$ cat config.mk
export PLATFORM = sky130hd
export DESIGN_NAME = clock_gen_status
export DESIGN_NICKNAME = d
export VERILOG_FILES = /design/src/clock_gen_pkg.sv /design/src/clock_gen_status.sv
export SDC_FILE = /design/constraint.sdc
export NUM_CORES = 1
export LEC_CHECK = 0
export BUFFER_PORTS_ARGS = -buffer_cell sky130_fd_sc_hd__buf_4
export CORE_MARGIN = 4
export CORE_UTILIZATION = 38
export DETAILED_ROUTE_END_ITERATION = 10
export PLACE_DENSITY = 0.69
export SLEW_MARGIN = 5
export SYNTH_ARGS = -nofsm -noshare
export SYNTH_HDL_FRONTEND = slang
export SYNTH_SLANG_ARGS = --single-unit
$ cat constraint.sdc
create_clock -name clk_sys -period 1.8 [get_ports clk_sys]
set_input_delay 0.18 -clock clk_sys [delete_from_list [all_inputs] [get_ports clk_sys]]
set_output_delay 0.18 -clock clk_sys [all_outputs]
set_load 0.005 [all_outputs]
$ cat src/clock_gen_pkg.sv
// Package with register map, field layout, reset values, modes and carriers of the clock generator status block.
package clock_gen_pkg;
	localparam int ADDR_W = 3;
	localparam int DATA_W = 8;
	localparam logic [2:0] OFF_CTRL1 = 3'h0;
	localparam logic [2:0] OFF_CTRL2 = 3'h1;
	localparam logic [2:0] OFF_TRIM = 3'h2;
	localparam logic [2:0] OFF_STATUS = 3'h3;
	localparam logic [2:0] OFF_CTRL3 = 3'h4;
	localparam logic [7:0] CTRL1_RST = 8'h04;
	localparam logic [7:0] CTRL2_RST = 8'h40;
	localparam logic [7:0] TRIM_RST = 8'h80;
	localparam logic [7:0] CTRL3_RST = 8'h01;
	// Control 1: clock mode select, reference divider, reference select.
	localparam int C1_MODE_SEL_HI = 7;
	localparam int C1_MODE_SEL_LO = 6;
	localparam int C1_REF_DIV_HI = 5;
	localparam int C1_REF_DIV_LO = 3;
	localparam int C1_REF_SEL = 2;
	// Control 2: bus divider, range, gain, low power, crystal select, external enable.
	localparam int C2_BUS_DIV_HI = 7;
	localparam int C2_BUS_DIV_LO = 6;
	localparam int C2_LOW_POWER = 3;
	localparam int C2_CRYSTAL_SEL = 2;
	localparam int C2_EXT_REF_EN = 1;
	// Control 3: loss-of-lock irq enable, loop select, loop multiplier.
	localparam int C3_LOL_IRQ_EN = 7;
	localparam int C3_LOOP_SEL = 6;
	localparam int C3_MULT_HI = 3;
	localparam int C3_MULT_LO = 0;
	// Status bits.
	localparam int ST_LOL_FLAG = 7;
	localparam int ST_LOCK = 6;
	localparam int ST_LOOP_STAT = 5;
	localparam int ST_REF_STAT = 4;
	localparam int ST_MODE_STAT_HI = 3;
	localparam int ST_MODE_STAT_LO = 2;
	localparam int ST_OSC_INIT = 1;
	localparam logic [1:0] SRC_LOOP = 2'h0;
	localparam logic [1:0] SRC_INT = 2'h1;
	localparam logic [1:0] SRC_EXT = 2'h2;
	localparam logic [1:0] SRC_PLL = 2'h3;
	localparam logic [10:0] FLL_FACTOR = 11'h400;
	localparam logic [10:0] BYPASS_FACTOR = 11'h001;
	typedef enum logic [2:0] {
		fll_engaged_internal_mode, fll_engaged_external_mode, fll_bypassed_internal_mode,
		fll_bypassed_external_mode, pll_engaged_external_mode, pll_bypassed_external_mode,
		low_power_internal_bypass, low_power_external_bypass
	} gen_mode_t;
	// Selections that cross into the generator domain together.
	typedef struct packed {
		logic loop_select;
		logic reference_select;
		logic [1:0] clock_mode_select;
	} sel_t;
	// Frequency plan handed to the analog generator.
	typedef struct packed {
		logic [1:0] src;
		logic [2:0] ref_div_log2;
		logic [1:0] bus_div_log2;
		logic [10:0] factor;
	} out_cfg_t;
endpackage

$ cat src/clock_gen_status.sv
// Status, lock tracking and mode selection logic of the multi-mode clock generator.
//////////////////////////////////////////////////////////////////////////////
// What this block does
// - Set sticky loss-of-lock when locked loop drifts.
// - Loss-of-lock clears on reset or write one.
// - Interrupt requested only when enable bit set.
// - Lock bit follows active loop; off when disabled.
// - Reference divider, reference or loop select, trim (internal FLL modes), multiplier (PLL modes) changes clear lock.
// - Stop mode clears lock until relocked.
// - Low-power bypass clears lock until exited, relocked.
// - Loop status bit follows synchronised loop select.
// - Reference status follows synchronised reference select.
// - Clock mode status encodes source after synchronisation.
// - Bus clock is generator output divided by two.
// - FLL engaged output is reference times 1024.
// - PLL output uses multiplier; reference 1-2 MHz.
// - Bypass modes divide selected reference by bus divider.
// - Reset starts internal FLL engaged, reference divider zero, bus divider one.
// - Oscillator-initialised status bit set when crystal ready and external reference enabled.
// - Larger trim lengthens internal reference period.
//
// Our own choices: the strobed register port and the placing of the registers.
`timescale 1ns/1ps
module clock_gen_status #(
	parameter int RELOCK_CYCLES = 16,
	parameter int MULT_STEP = 4
) (
	input wire logic clk_sys,
	input wire logic rstn,
	input wire logic [clock_gen_pkg::ADDR_W-1:0] addr,
	input wire logic [clock_gen_pkg::DATA_W-1:0] wdata,
	input wire logic wr,
	input wire logic rd,
	output logic [clock_gen_pkg::DATA_W-1:0] rdata,
	input wire logic fll_lock_in,
	input wire logic pll_lock_in,
	input wire logic osc_ready_in,
	input wire logic stop_req,
	input wire logic gen_tick,
	output logic bus_clk,
	output logic lol_irq,
	output logic fll_enable,
	output logic pll_enable,
	output logic [7:0] ref_trim,
	output clock_gen_pkg::out_cfg_t out_cfg
);
	initial begin
		if (RELOCK_CYCLES < 1 || RELOCK_CYCLES > 255) $error("RELOCK_CYCLES out of range.");
		if (MULT_STEP < 1 || MULT_STEP * 15 > 2047) $error("MULT_STEP out of range.");
	end

	localparam logic [7:0] RELOCK_LOAD = 8'(RELOCK_CYCLES);
	localparam logic [6:0] MULT_STEP_W = 7'(MULT_STEP);

	//////////////////////////////////////////////////////////////////////////////
	// Register file.
	logic [7:0] ctrl1_q, ctrl1_d, ctrl2_q, ctrl2_d, trim_q, trim_d, ctrl3_q, ctrl3_d;
	logic [7:0] rdata_q, rdata_d;
	logic lol_flag_q, lol_flag_d;
	logic lock_q, lock_d;
	logic [7:0] status;
	logic disturb;
	clock_gen_pkg::gen_mode_t mode_q, mode_d;

	always_comb begin
		ctrl1_d = ctrl1_q;
		ctrl2_d = ctrl2_q;
		trim_d = trim_q;
		ctrl3_d = ctrl3_q;
		disturb = 1'b0;
		if (wr) begin
			case (addr)
				clock_gen_pkg::OFF_CTRL1: begin
					ctrl1_d = wdata;
					if (wdata[clock_gen_pkg::C1_REF_DIV_HI:clock_gen_pkg::C1_REF_SEL]
						!= ctrl1_q[clock_gen_pkg::C1_REF_DIV_HI:clock_gen_pkg::C1_REF_SEL])
						disturb = 1'b1;
				end
				clock_gen_pkg::OFF_CTRL2: ctrl2_d = wdata;
				clock_gen_pkg::OFF_TRIM: begin
					trim_d = wdata;
					if (wdata != trim_q && (mode_q == clock_gen_pkg::fll_engaged_internal_mode
						|| mode_q == clock_gen_pkg::fll_bypassed_internal_mode))
						disturb = 1'b1;
				end
				clock_gen_pkg::OFF_CTRL3: begin
					ctrl3_d = wdata;
					if (wdata[clock_gen_pkg::C3_LOOP_SEL] != ctrl3_q[clock_gen_pkg::C3_LOOP_SEL])
						disturb = 1'b1;
					if (wdata[clock_gen_pkg::C3_MULT_HI:0] != ctrl3_q[clock_gen_pkg::C3_MULT_HI:0]
						&& (mode_q == clock_gen_pkg::pll_engaged_external_mode
						|| mode_q == clock_gen_pkg::pll_bypassed_external_mode))
						disturb = 1'b1;
				end
				default: ;
			endcase
		end
		// Reads answer in the next cycle only; unmapped addresses answer zero.
		rdata_d = '0;
		if (rd) begin
			case (addr)
				clock_gen_pkg::OFF_CTRL1: rdata_d = ctrl1_q;
				clock_gen_pkg::OFF_CTRL2: rdata_d = ctrl2_q;
				clock_gen_pkg::OFF_TRIM: rdata_d = trim_q;
				clock_gen_pkg::OFF_STATUS: rdata_d = status;
				clock_gen_pkg::OFF_CTRL3: rdata_d = ctrl3_q;
				default: rdata_d = '0;
			endcase
		end
	end

	always_ff @(posedge clk_sys) begin
		if (!rstn) begin
			ctrl1_q <= clock_gen_pkg::CTRL1_RST;
			ctrl2_q <= clock_gen_pkg::CTRL2_RST;
			trim_q <= clock_gen_pkg::TRIM_RST;
			ctrl3_q <= clock_gen_pkg::CTRL3_RST;
			rdata_q <= '0;
		end else begin
			ctrl1_q <= ctrl1_d;
			ctrl2_q <= ctrl2_d;
			trim_q <= trim_d;
			ctrl3_q <= ctrl3_d;
			rdata_q <= rdata_d;
		end
	end

	//////////////////////////////////////////////////////////////////////////////
	// Selection crossing into the generator domain, modelled as two stages.
	clock_gen_pkg::sel_t sel_req, sync1_q, sync2_q;
	logic osc1_q, osc2_q;

	assign sel_req.loop_select = ctrl3_q[clock_gen_pkg::C3_LOOP_SEL];
	assign sel_req.reference_select = ctrl1_q[clock_gen_pkg::C1_REF_SEL];
	assign sel_req.clock_mode_select = ctrl1_q[clock_gen_pkg::C1_MODE_SEL_HI:clock_gen_pkg::C1_MODE_SEL_LO];

	always_ff @(posedge clk_sys) begin
		if (!rstn) begin
			sync1_q <= '{1'b0, 1'b1, clock_gen_pkg::SRC_LOOP};
			sync2_q <= '{1'b0, 1'b1, clock_gen_pkg::SRC_LOOP};
			osc1_q <= 1'b0;
			osc2_q <= 1'b0;
		end else begin
			sync1_q <= sel_req;
			sync2_q <= sync1_q;
			osc1_q <= osc_ready_in;
			osc2_q <= osc1_q;
		end
	end

	//////////////////////////////////////////////////////////////////////////////
	// Mode decode from the selections actually in force.
	logic low_power;

	assign low_power = ctrl2_q[clock_gen_pkg::C2_LOW_POWER];

	always_comb begin
		case (sync2_q.clock_mode_select)
			clock_gen_pkg::SRC_LOOP: begin
				if (sync2_q.loop_select) mode_d = clock_gen_pkg::pll_engaged_external_mode;
				else if (sync2_q.reference_select) mode_d = clock_gen_pkg::fll_engaged_internal_mode;
				else mode_d = clock_gen_pkg::fll_engaged_external_mode;
			end
			clock_gen_pkg::SRC_INT: begin
				if (low_power) mode_d = clock_gen_pkg::low_power_internal_bypass;
				else mode_d = clock_gen_pkg::fll_bypassed_internal_mode;
			end
			clock_gen_pkg::SRC_EXT: begin
				if (low_power) mode_d = clock_gen_pkg::low_power_external_bypass;
				else if (sync2_q.loop_select) mode_d = clock_gen_pkg::pll_bypassed_external_mode;
				else mode_d = clock_gen_pkg::fll_bypassed_external_mode;
			end
			default: mode_d = mode_q;
		endcase
	end

	always_ff @(posedge clk_sys) begin
		if (!rstn) mode_q <= clock_gen_pkg::fll_engaged_internal_mode;
		else mode_q <= mode_d;
	end

	//////////////////////////////////////////////////////////////////////////////
	// Lock tracking. Lock-clearing writes, low-power entry and stop are kept apart from
	// real lock loss so that none of them raises the sticky flag before lock returns.
	logic [7:0] relock_q, relock_d;
	logic acq_q, acq_d;
	logic det_en, loop_locked, lost, lol_clr, enter_blp;
	logic fll_en_d, pll_en_d;
	clock_gen_pkg::out_cfg_t cfg_d;
	logic bus_clk_d;

	assign pll_en_d = (mode_d == clock_gen_pkg::pll_engaged_external_mode
		|| mode_d == clock_gen_pkg::pll_bypassed_external_mode);
	assign fll_en_d = (mode_d == clock_gen_pkg::fll_engaged_internal_mode
		|| mode_d == clock_gen_pkg::fll_engaged_external_mode
		|| mode_d == clock_gen_pkg::fll_bypassed_internal_mode
		|| mode_d == clock_gen_pkg::fll_bypassed_external_mode);
	assign det_en = fll_enable | pll_enable;
	assign loop_locked = sync2_q.loop_select ? pll_lock_in : fll_lock_in;
	assign enter_blp = (mode_d == clock_gen_pkg::low_power_internal_bypass
		|| mode_d == clock_gen_pkg::low_power_external_bypass) && mode_q != mode_d;
	assign lost = acq_q && det_en && !loop_locked && !disturb && relock_q == '0 && !stop_req;
	assign lol_clr = wr && addr == clock_gen_pkg::OFF_STATUS && wdata[clock_gen_pkg::ST_LOL_FLAG]
		&& lol_flag_q;

	always_comb begin
		relock_d = (relock_q != '0) ? relock_q - 8'h01 : relock_q;
		if (disturb || stop_req || enter_blp) relock_d = RELOCK_LOAD;
		lock_d = det_en && loop_locked && relock_q == '0 && !disturb && !stop_req && !enter_blp;
		acq_d = (acq_q | lock_q) && det_en && !disturb && !stop_req;
		lol_flag_d = (lol_flag_q && !lol_clr) || lost;
		bus_clk_d = gen_tick ? !bus_clk : bus_clk;
		cfg_d.src = sync2_q.clock_mode_select;
		if (sync2_q.clock_mode_select == clock_gen_pkg::SRC_LOOP && sync2_q.loop_select)
			cfg_d.src = clock_gen_pkg::SRC_PLL;
		cfg_d.bus_div_log2 = ctrl2_q[clock_gen_pkg::C2_BUS_DIV_HI:clock_gen_pkg::C2_BUS_DIV_LO];
		case (mode_d)
			clock_gen_pkg::fll_engaged_internal_mode: begin
				cfg_d.ref_div_log2 = '0;
				cfg_d.factor = clock_gen_pkg::FLL_FACTOR;
			end
			clock_gen_pkg::fll_engaged_external_mode: begin
				cfg_d.ref_div_log2 = ctrl1_q[clock_gen_pkg::C1_REF_DIV_HI:clock_gen_pkg::C1_REF_DIV_LO];
				cfg_d.factor = clock_gen_pkg::FLL_FACTOR;
			end
			clock_gen_pkg::pll_engaged_external_mode: begin
				cfg_d.ref_div_log2 = ctrl1_q[clock_gen_pkg::C1_REF_DIV_HI:clock_gen_pkg::C1_REF_DIV_LO];
				cfg_d.factor = 11'(ctrl3_q[clock_gen_pkg::C3_MULT_HI:0] * MULT_STEP_W);
			end
			default: begin
				cfg_d.ref_div_log2 = '0;
				cfg_d.factor = clock_gen_pkg::BYPASS_FACTOR;
			end
		endcase
	end

	always_ff @(posedge clk_sys) begin
		if (!rstn) begin
			relock_q <= RELOCK_LOAD;
			lock_q <= 1'b0;
			acq_q <= 1'b0;
			lol_flag_q <= 1'b0;
			lol_irq <= 1'b0;
			fll_enable <= 1'b1;
			pll_enable <= 1'b0;
			bus_clk <= 1'b0;
			out_cfg <= '{clock_gen_pkg::SRC_LOOP, 3'h0, 2'h1, clock_gen_pkg::FLL_FACTOR};
		end else begin
			relock_q <= relock_d;
			lock_q <= lock_d;
			acq_q <= acq_d;
			lol_flag_q <= lol_flag_d;
			lol_irq <= lol_flag_d && ctrl3_q[clock_gen_pkg::C3_LOL_IRQ_EN];
			fll_enable <= fll_en_d;
			pll_enable <= pll_en_d;
			bus_clk <= bus_clk_d;
			out_cfg <= cfg_d;
		end
	end

	// Trim passes straight to the internal reference: a larger code gives a longer period.
	assign ref_trim = trim_q;
	assign rdata = rdata_q;

	// Status is composed from internal state only, so a write to it can only clear the loss-of-lock flag.
	always_comb begin
		status = '0;
		status[clock_gen_pkg::ST_LOL_FLAG] = lol_flag_q;
		status[clock_gen_pkg::ST_LOCK] = lock_q;
		status[clock_gen_pkg::ST_LOOP_STAT] = sync2_q.loop_select;
		status[clock_gen_pkg::ST_REF_STAT] = sync2_q.reference_select;
		status[clock_gen_pkg::ST_MODE_STAT_HI:clock_gen_pkg::ST_MODE_STAT_LO] = out_cfg.src;
		status[clock_gen_pkg::ST_OSC_INIT] = osc2_q && ctrl2_q[clock_gen_pkg::C2_EXT_REF_EN];
	end
endmodule // clock_gen_status

==> results of run 1 <==
-- power by group --
part	total, mW	switching, mW	leakage [nW]	internal, mW
Clock	1.33	0.623	0.102	0.705
Combinational	0.346	0.189	0.879	0.158
Sequential	1.87	0.0415	0.656	1.83
-- through the flow --
| stage | cell area, sq um | worst slack (ps) | std cells |
|---|---|---|---|
| after floorplan | 3580 | 109 | 401 |
| after global placement | 3970 | 206 | 540 |
| after detailed placement | 3970 | 133 | 540 |
| after CTS | 4160 | 89.2 | 555 |
| after global routing | 4160 | 14.7 | 555 |
| final | 4160 | 64.6 | 555 |
-- worst max path at each step --
stage | slack, ps | cells after the start | endpoint | from
2_1_floorplan | 110 | 6 | lock_q | relock_q[0]
5_1_grt | 10 | 6 | out_cfg[14] | sync2_q[1]
4_1_cts | 90 | 6 | lock_q | relock_q[0]
3_5_place_dp | 130 | 6 | lock_q | relock_q[0]
6_report | 60 | 6 | lock_q | relock_q[0]
3_3_place_gp | 210 | 5 | relock_q[6] | wdata[5]
-- worst max-delay path, cell delays in order (launching register included) --
cell	delay [ps]
sky130_fd_sc_hd__dfxtp_1	350
sky130_fd_sc_hd__inv_1	90
sky130_fd_sc_hd__ha_1	160
sky130_fd_sc_hd__nor3b_1	350
sky130_fd_sc_hd__nand2_1	120
sky130_fd_sc_hd__or3_1	390
sky130_fd_sc_hd__nor4_1	190
-- final cells by class --
| class | instances | area [sq um] |
|---|---|---|
| clock buffers | 12 | 155 |
| well taps | 111 | 139 |
| inverters | 6 | 22.5 |
| repair buffers | 61 | 458 |
| multi-input cells | 281 | 1730 |
| flip-flops and latches | 81 | 1620 |
| clock inverters | 3 | 40.0 |
| fillers | 891 | 5030 |
-- per-layer routing --
layer  track usage  vias up  wire (um)
li1              -     1406          -
met5             0        -          0
met2         0.267       67       4110
met3        0.0451       15        437
met1         0.188     1328       3700
met4        0.0609        0        198
-- logic make-up after synthesis --
logic type / synth area share
multiplexers: 0.0225
AO/OA/AOI/OAI: 0.153
XOR/XNOR: 0.0614
adder cells (fa/ha/maj): 0.00351
AND/OR/NAND/NOR: 0.239
other: 0.00105
buffers and inverters: 0.0649
flip-flops: 0.455
-- cells in the final DEF (no fill, tap or decap), types with 6 or more instances in the layout --
cell / count
sky130_fd_sc_hd__dfxtp_1: 81
sky130_fd_sc_hd__nand2_1: 77
sky130_fd_sc_hd__buf_4: 61
sky130_fd_sc_hd__a21boi_0: 27
sky130_fd_sc_hd__and2_1: 23
sky130_fd_sc_hd__nor2_1: 20
sky130_fd_sc_hd__xnor2_1: 16
sky130_fd_sc_hd__a21oi_1: 15
sky130_fd_sc_hd__clkbuf_8: 11
sky130_fd_sc_hd__xor2_1: 9
sky130_fd_sc_hd__nand2b_1: 9
sky130_fd_sc_hd__mux2i_1: 8
sky130_fd_sc_hd__nor3_1: 7
sky130_fd_sc_hd__nor4_1: 7
sky130_fd_sc_hd__inv_1: 6
sky130_fd_sc_hd__nand3_1: 6
sky130_fd_sc_hd__a22oi_1: 6
-- sequential cells by signal (all words and copies together), names as in the netlist, 2 cells and up --
name,cells
ctrl1_q,8
ctrl2_q,8
ctrl3_q,8
mode_q,3
out_cfg,13
rdata,8
ref_trim,8
relock_q,8
status,2
sync1_q,4
sync2_q,2
==> flow_summary.yaml, run 1 <==
logic_synthesis:
  synth_edf_count: 0
  synthCells: 397
  synthDominantAreaCellType: "sky130_fd_sc_hd__dfxtp_1"
  synth_seq_area_share: 0.455
  synth.top_cells.by_area: "sky130_fd_sc_hd__dfxtp_1 45%, sky130_fd_sc_hd__nand2_1 8.1%, sky130_fd_sc_hd__a21boi_0 5.7%"
  top_cell_type_s_share_of_synthesized_area: 0.455
  synth-warning-count: 0
  async_reset_ff_frac: 0
  syn_area_per_cell_sq_um: 8.98
  postSynthRegisterBits: 81
  synth.lib_cells_used.distinct: 50
  synth_flop_cell: "sky130_fd_sc_hd__dfxtp_1"
  mappedNetlistArea_sq_um: 3570
  synthTopCellsByCount: "81 x sky130_fd_sc_hd__dfxtp_1, 77 x sky130_fd_sc_hd__nand2_1, 27 x sky130_fd_sc_hd__a21boi_0"
  yosysMostFrequentCell: "sky130_fd_sc_hd__dfxtp_1"
global_routing:
  grt_first_pass_wirelength_um: 13700
  grt_max_degree: 27
  gr-total-overflow: 0
  grt_antenna_before_repair: 0
  first_global_vias: 2807
  groute.usage.overall: 0.158
worst_setup_path:
  setup.worst_path.start_class: "flip-flop"
  regToRegEndpoint: "lock_q"
  critPathKind: "reg -> reg"
  critical_path_arrival_ps: 2000
  ff2ff_setup_slack_ps: 60
  timing.critical_path.fanout_max: 4
  required_ps: 2060
  reg2reg_launch_point: "relock_q[0]"
  end_kind: "flip-flop"
  ff2ff_path_depth: 6
clock_network:
  sinks_on_clock_net: 81
  post_cts_hold_buffer_count: 0
  clock_path_buffers: 2
  postCtsSetupBuffers: 0
  htree_levels: 3
  clock_tree_from_tritoncts: "built"
  cts_root_buf: "sky130_fd_sc_hd__clkbuf_8"
  worst_skew_pair.late_latency_ps: 350
  post_cts_resize_count: 0
  clkSlewWorstSetupHoldPaths_ps: 80
  tritoncts.num_buffers: 9
route:
  drt_pass1_iterations: 4
  post-route-drc-count: 0
  ratio_of_routed_vias_to_standard_cells: 5.07
  route.final.wire_length_um: 8450
  drt-wirelength-per-cell_um: 15.2
  via_count: 2816
  antenna_violating_nets_post_route: 0
  drt_first_iter_violations: 142
cells_and_area:
  finish.net_count: 461
  areaGrowthSynthToFinish_pct: 16.8
  num_antenna_cells: 0
  drive_above_1_share: 0.189
  final_util: 0.453
pwr:
  power.total_mw: 3.55
  total_leakage_power_nw: 1.64
  power.ir.vdd_worst_mv: 0.354
  power_density_nw_per_um2: 852
worst_hold_path:
  timing.hold.worst_path_depth: 2
  worstHoldStart: "osc_ready_in"
  hold_path_class: "in -> reg"
  timing.hold.worst_endpoint: "osc1_q"
placed_design:
  place.detailed.hpwl_um: 6280
  place_congestion: 0.882
  portBuffers: 52
floorplanning:
  fp-row-count: 35
  design.die.area_sq_um: 11000
  fp.dieW_um: 105
  die-height_um: 105
  initial_utilization: 0.388
  coreArea_sq_um: 9200
  ioPinCount: 58
sta:
  timing_max_transition_violations_final: 0
  rsz0062_at_grt: "false"
  finalSetupTns_ps: 0
  slew_headroom: 0.654
  worstMarginPinSlew_ps: 516
  final.period_utilization: 0.964
  max_freq_ghz: 0.576
  hold_viol_final: 0
  final.setup_skew_ps: 5.63
  holdWs_ps: 27.0
  period_minus_slack_ps: 1740
  final_setup_vio_count: 0
run_status:
  outcome: "completed"
job:
  cap_viol_max_count: 0
(Power assumes the default switching activity.)
==> inputs of run 2 (changes only) <==
--- a/config.mk
+++ b/config.mk
@@ -9,7 +9,7 @@
 export CORE_MARGIN = 4
 export CORE_UTILIZATION = 38
 export DETAILED_ROUTE_END_ITERATION = 10
-export PLACE_DENSITY = 0.69
+export PLACE_DENSITY = 0.66
 export SLEW_MARGIN = 5
 export SYNTH_ARGS = -nofsm -noshare
 export SYNTH_HDL_FRONTEND = slang
==> constraint.sdc (replaced) <==
create_clock -name clk_sys -period 2.1 [get_ports clk_sys]
set_input_delay 0.21 -clock clk_sys [delete_from_list [all_inputs] [get_ports clk_sys]]
set_output_delay 0.21 -clock clk_sys [all_outputs]
set_load 0.005 [all_outputs]
==> run 2 against run 1 <==
Worst setup slack better by 190 ps. Clock power up 5%. Combinational power down 16%. Critical path depth unchanged. Via count down 1.1%. Clock-buffer cell count down 2. Register-to-register slack better by 190 ps. Die area unchanged. Sequential cell count unchanged. Final area up 0.42%. Critical path type unchanged. Largest cell class unchanged. Largest power group unchanged.
==> flow_summary.yaml, run 2 (same netlist as run 1, synthesis figures left out) <==
run_status:
  outcome: "completed"
worst_setup_path:
  end_kind: "flip-flop"
  critical_path_arrival_ps: 2100
  reg2reg_launch_point: "relock_q[0]"
  ff2ff_path_depth: 6
  critPathKind: "reg -> reg"
  regToRegEndpoint: "lock_q"
  setup.worst_path.start_class: "flip-flop"
  required_ps: 2350
  ff2ff_setup_slack_ps: 250
  timing.critical_path.fanout_max: 6
pwr:
  power.net_switching_mw: 0.762
  power.ir.vdd_worst_mv: 0.419
  power_switching_share: 0.232
  power_frac_clock: 0.424
  internal_power_mw: 2.52
  power_density_nw_per_um2: 786
  combinational_power_share: 0.088
  total_leakage_power_nw: 1.63
  seq_power_share: 0.488
  power.total_mw: 3.29
sta:
  final_setup_vio_count: 0
  max_freq_ghz: 0.541
  worstMarginPinSlew_ps: 534
  slew_headroom: 0.642
  final.period_utilization: 0.881
  timing_max_transition_violations_final: 0
  period_minus_slack_ps: 1850
  finalSetupTns_ps: 0
  holdWs_ps: 74.3
  rsz0062_at_grt: "false"
  final.setup_skew_ps: 10.9
  hold_viol_final: 0
floorplanning:
  initial_utilization: 0.388
  fp.dieW_um: 105
  fp-row-count: 35
  ioPinCount: 58
  design.die.area_sq_um: 11000
  die-height_um: 105
  coreArea_sq_um: 9200
cells_and_area:
  multi_input_area_sq_um: 1730
  drive_above_1_share: 0.185
  layout_commonest_cell: "sky130_fd_sc_hd__dfxtp_1"
  layout_common_cells: "81 x sky130_fd_sc_hd__dfxtp_1, 77 x sky130_fd_sc_hd__nand2_1, 55 x sky130_fd_sc_hd__buf_4"
  largest_register_ffs: 13
  layout.filler_cells: 885
  finish.net_count: 455
  regMostFlops: "out_cfg"
  areaGrowthSynthToFinish_pct: 17.3
  seqCellArea_sq_um: 1620
  num_antenna_cells: 0
route:
  antenna_violating_nets_post_route: 0
  route.final.wire_length_um: 8480
  drt_first_iter_violations: 174
  drt_pass1_iterations: 4
  drt-wirelength-per-cell_um: 15.4
  via_count: 2786
  ratio_of_routed_vias_to_standard_cells: 5.07
  post-route-drc-count: 0
global_routing:
  grt_antenna_before_repair: 0
  grt_first_pass_wirelength_um: 13600
  grt_max_degree: 29
  groute.usage.overall: 0.155
  gr-total-overflow: 0
  first_global_vias: 2661
clock_network:
  htree_levels: 3
  postCtsSetupBuffers: 0
  sinks_on_clock_net: 81
  clkSlewWorstSetupHoldPaths_ps: 90
  cts_root_buf: "sky130_fd_sc_hd__clkbuf_8"
  tritoncts.num_buffers: 9
  clock_tree_from_tritoncts: "built"
  worst_skew_pair.late_latency_ps: 340
  clock_path_buffers: 2
worst_hold_path:
  worstHoldStart: "osc_ready_in"
  timing.hold.worst_endpoint: "osc1_q"
  timing.hold.worst_path_depth: 2
  hold_path_class: "in -> reg"
placed_design:
  place_congestion: 0.847
  portBuffers: 52
  place.detailed.hpwl_um: 6140
job:
  cap_viol_max_count: 0
[run 2: cell count changes in the layout (fill, tap and decap cells not counted), sizes merged]
| cell | previous run | this run |
|---|---|---|
| buf | 61 | 55 |
| bufinv | 1 | 3 |
| clkinvlp | 0 | 1 |
| clkbuf | 12 | 10 |
[run 2: what timing repair did]
item,CTS,global route
hold buffers,0,0
resized for setup,0,1
setup endpoints to repair,0,1
endpoints found under the hold margin,0,0
[run 2: power by group through the flow]
stage	combinational [mW]	clock (mW)	sequential, mW
floorplan	0.219	0	1.63
global placement	0.283	0	1.64
detailed placement	0.286	0	1.64
CTS	0.288	1.41	1.60
global route	0.319	1.48	1.61
finish	0.290	1.39	1.60
[run 2: cell type report]
| cell class | count | area share |
|---|---|---|
| Timing Repair Buffer | 55 | 0.0987 |
| Sequential cell | 81 | 0.388 |
| Multi-Input combinational cell | 281 | 0.414 |
| Tap cell | 111 | 0.0332 |
| Clock buffer | 10 | 0.0329 |
| Inverter | 6 | 0.00539 |
| Clock inverter | 6 | 0.0275 |
[run 2: worst max path at each step]
stage	start	endpoint	slack, ps	cells past startpoint
floorplan	relock_q[0]	lock_q	410	6
global placement	relock_q[0]	lock_q	310	6
detailed placement	relock_q[0]	lock_q	180	6
CTS	relock_q[0]	lock_q	120	6
global route	relock_q[0]	lock_q	9	6
finish	relock_q[0]	lock_q	250	6
[run 2: worst max-delay path: stages (launching register included)]
cell	delay [ps]
sky130_fd_sc_hd__dfxtp_1	350
sky130_fd_sc_hd__inv_1	100
sky130_fd_sc_hd__ha_1	270
sky130_fd_sc_hd__nor3b_2	280
sky130_fd_sc_hd__nand2_1	190
sky130_fd_sc_hd__or3_1	400
sky130_fd_sc_hd__nor4_1	180
[run 2: stage by stage]
| stage | utilization | instances | setup WS (ps) | cell area (sq um) |
|---|---|---|---|---|
| after floorplan | - | 401 | 409 | 3580 |
| after global routing | 0.455 | 550 | 8.75 | 4180 |
| final | 0.455 | 550 | 250 | 4180 |
| after global placement | 0.427 | 534 | 314 | 3920 |
| after detailed placement | 0.427 | 534 | 176 | 3920 |
| after CTS | 0.454 | 550 | 124 | 4180 |
[run 2: routing by layer]
metal	global-route usage	share of wire	wire (um)
met1	0.203	0.45	3830
met4	0.0600	0.026	224
met5	0	0	0
met2	0.254	0.48	4080
met3	0.0272	0.040	338
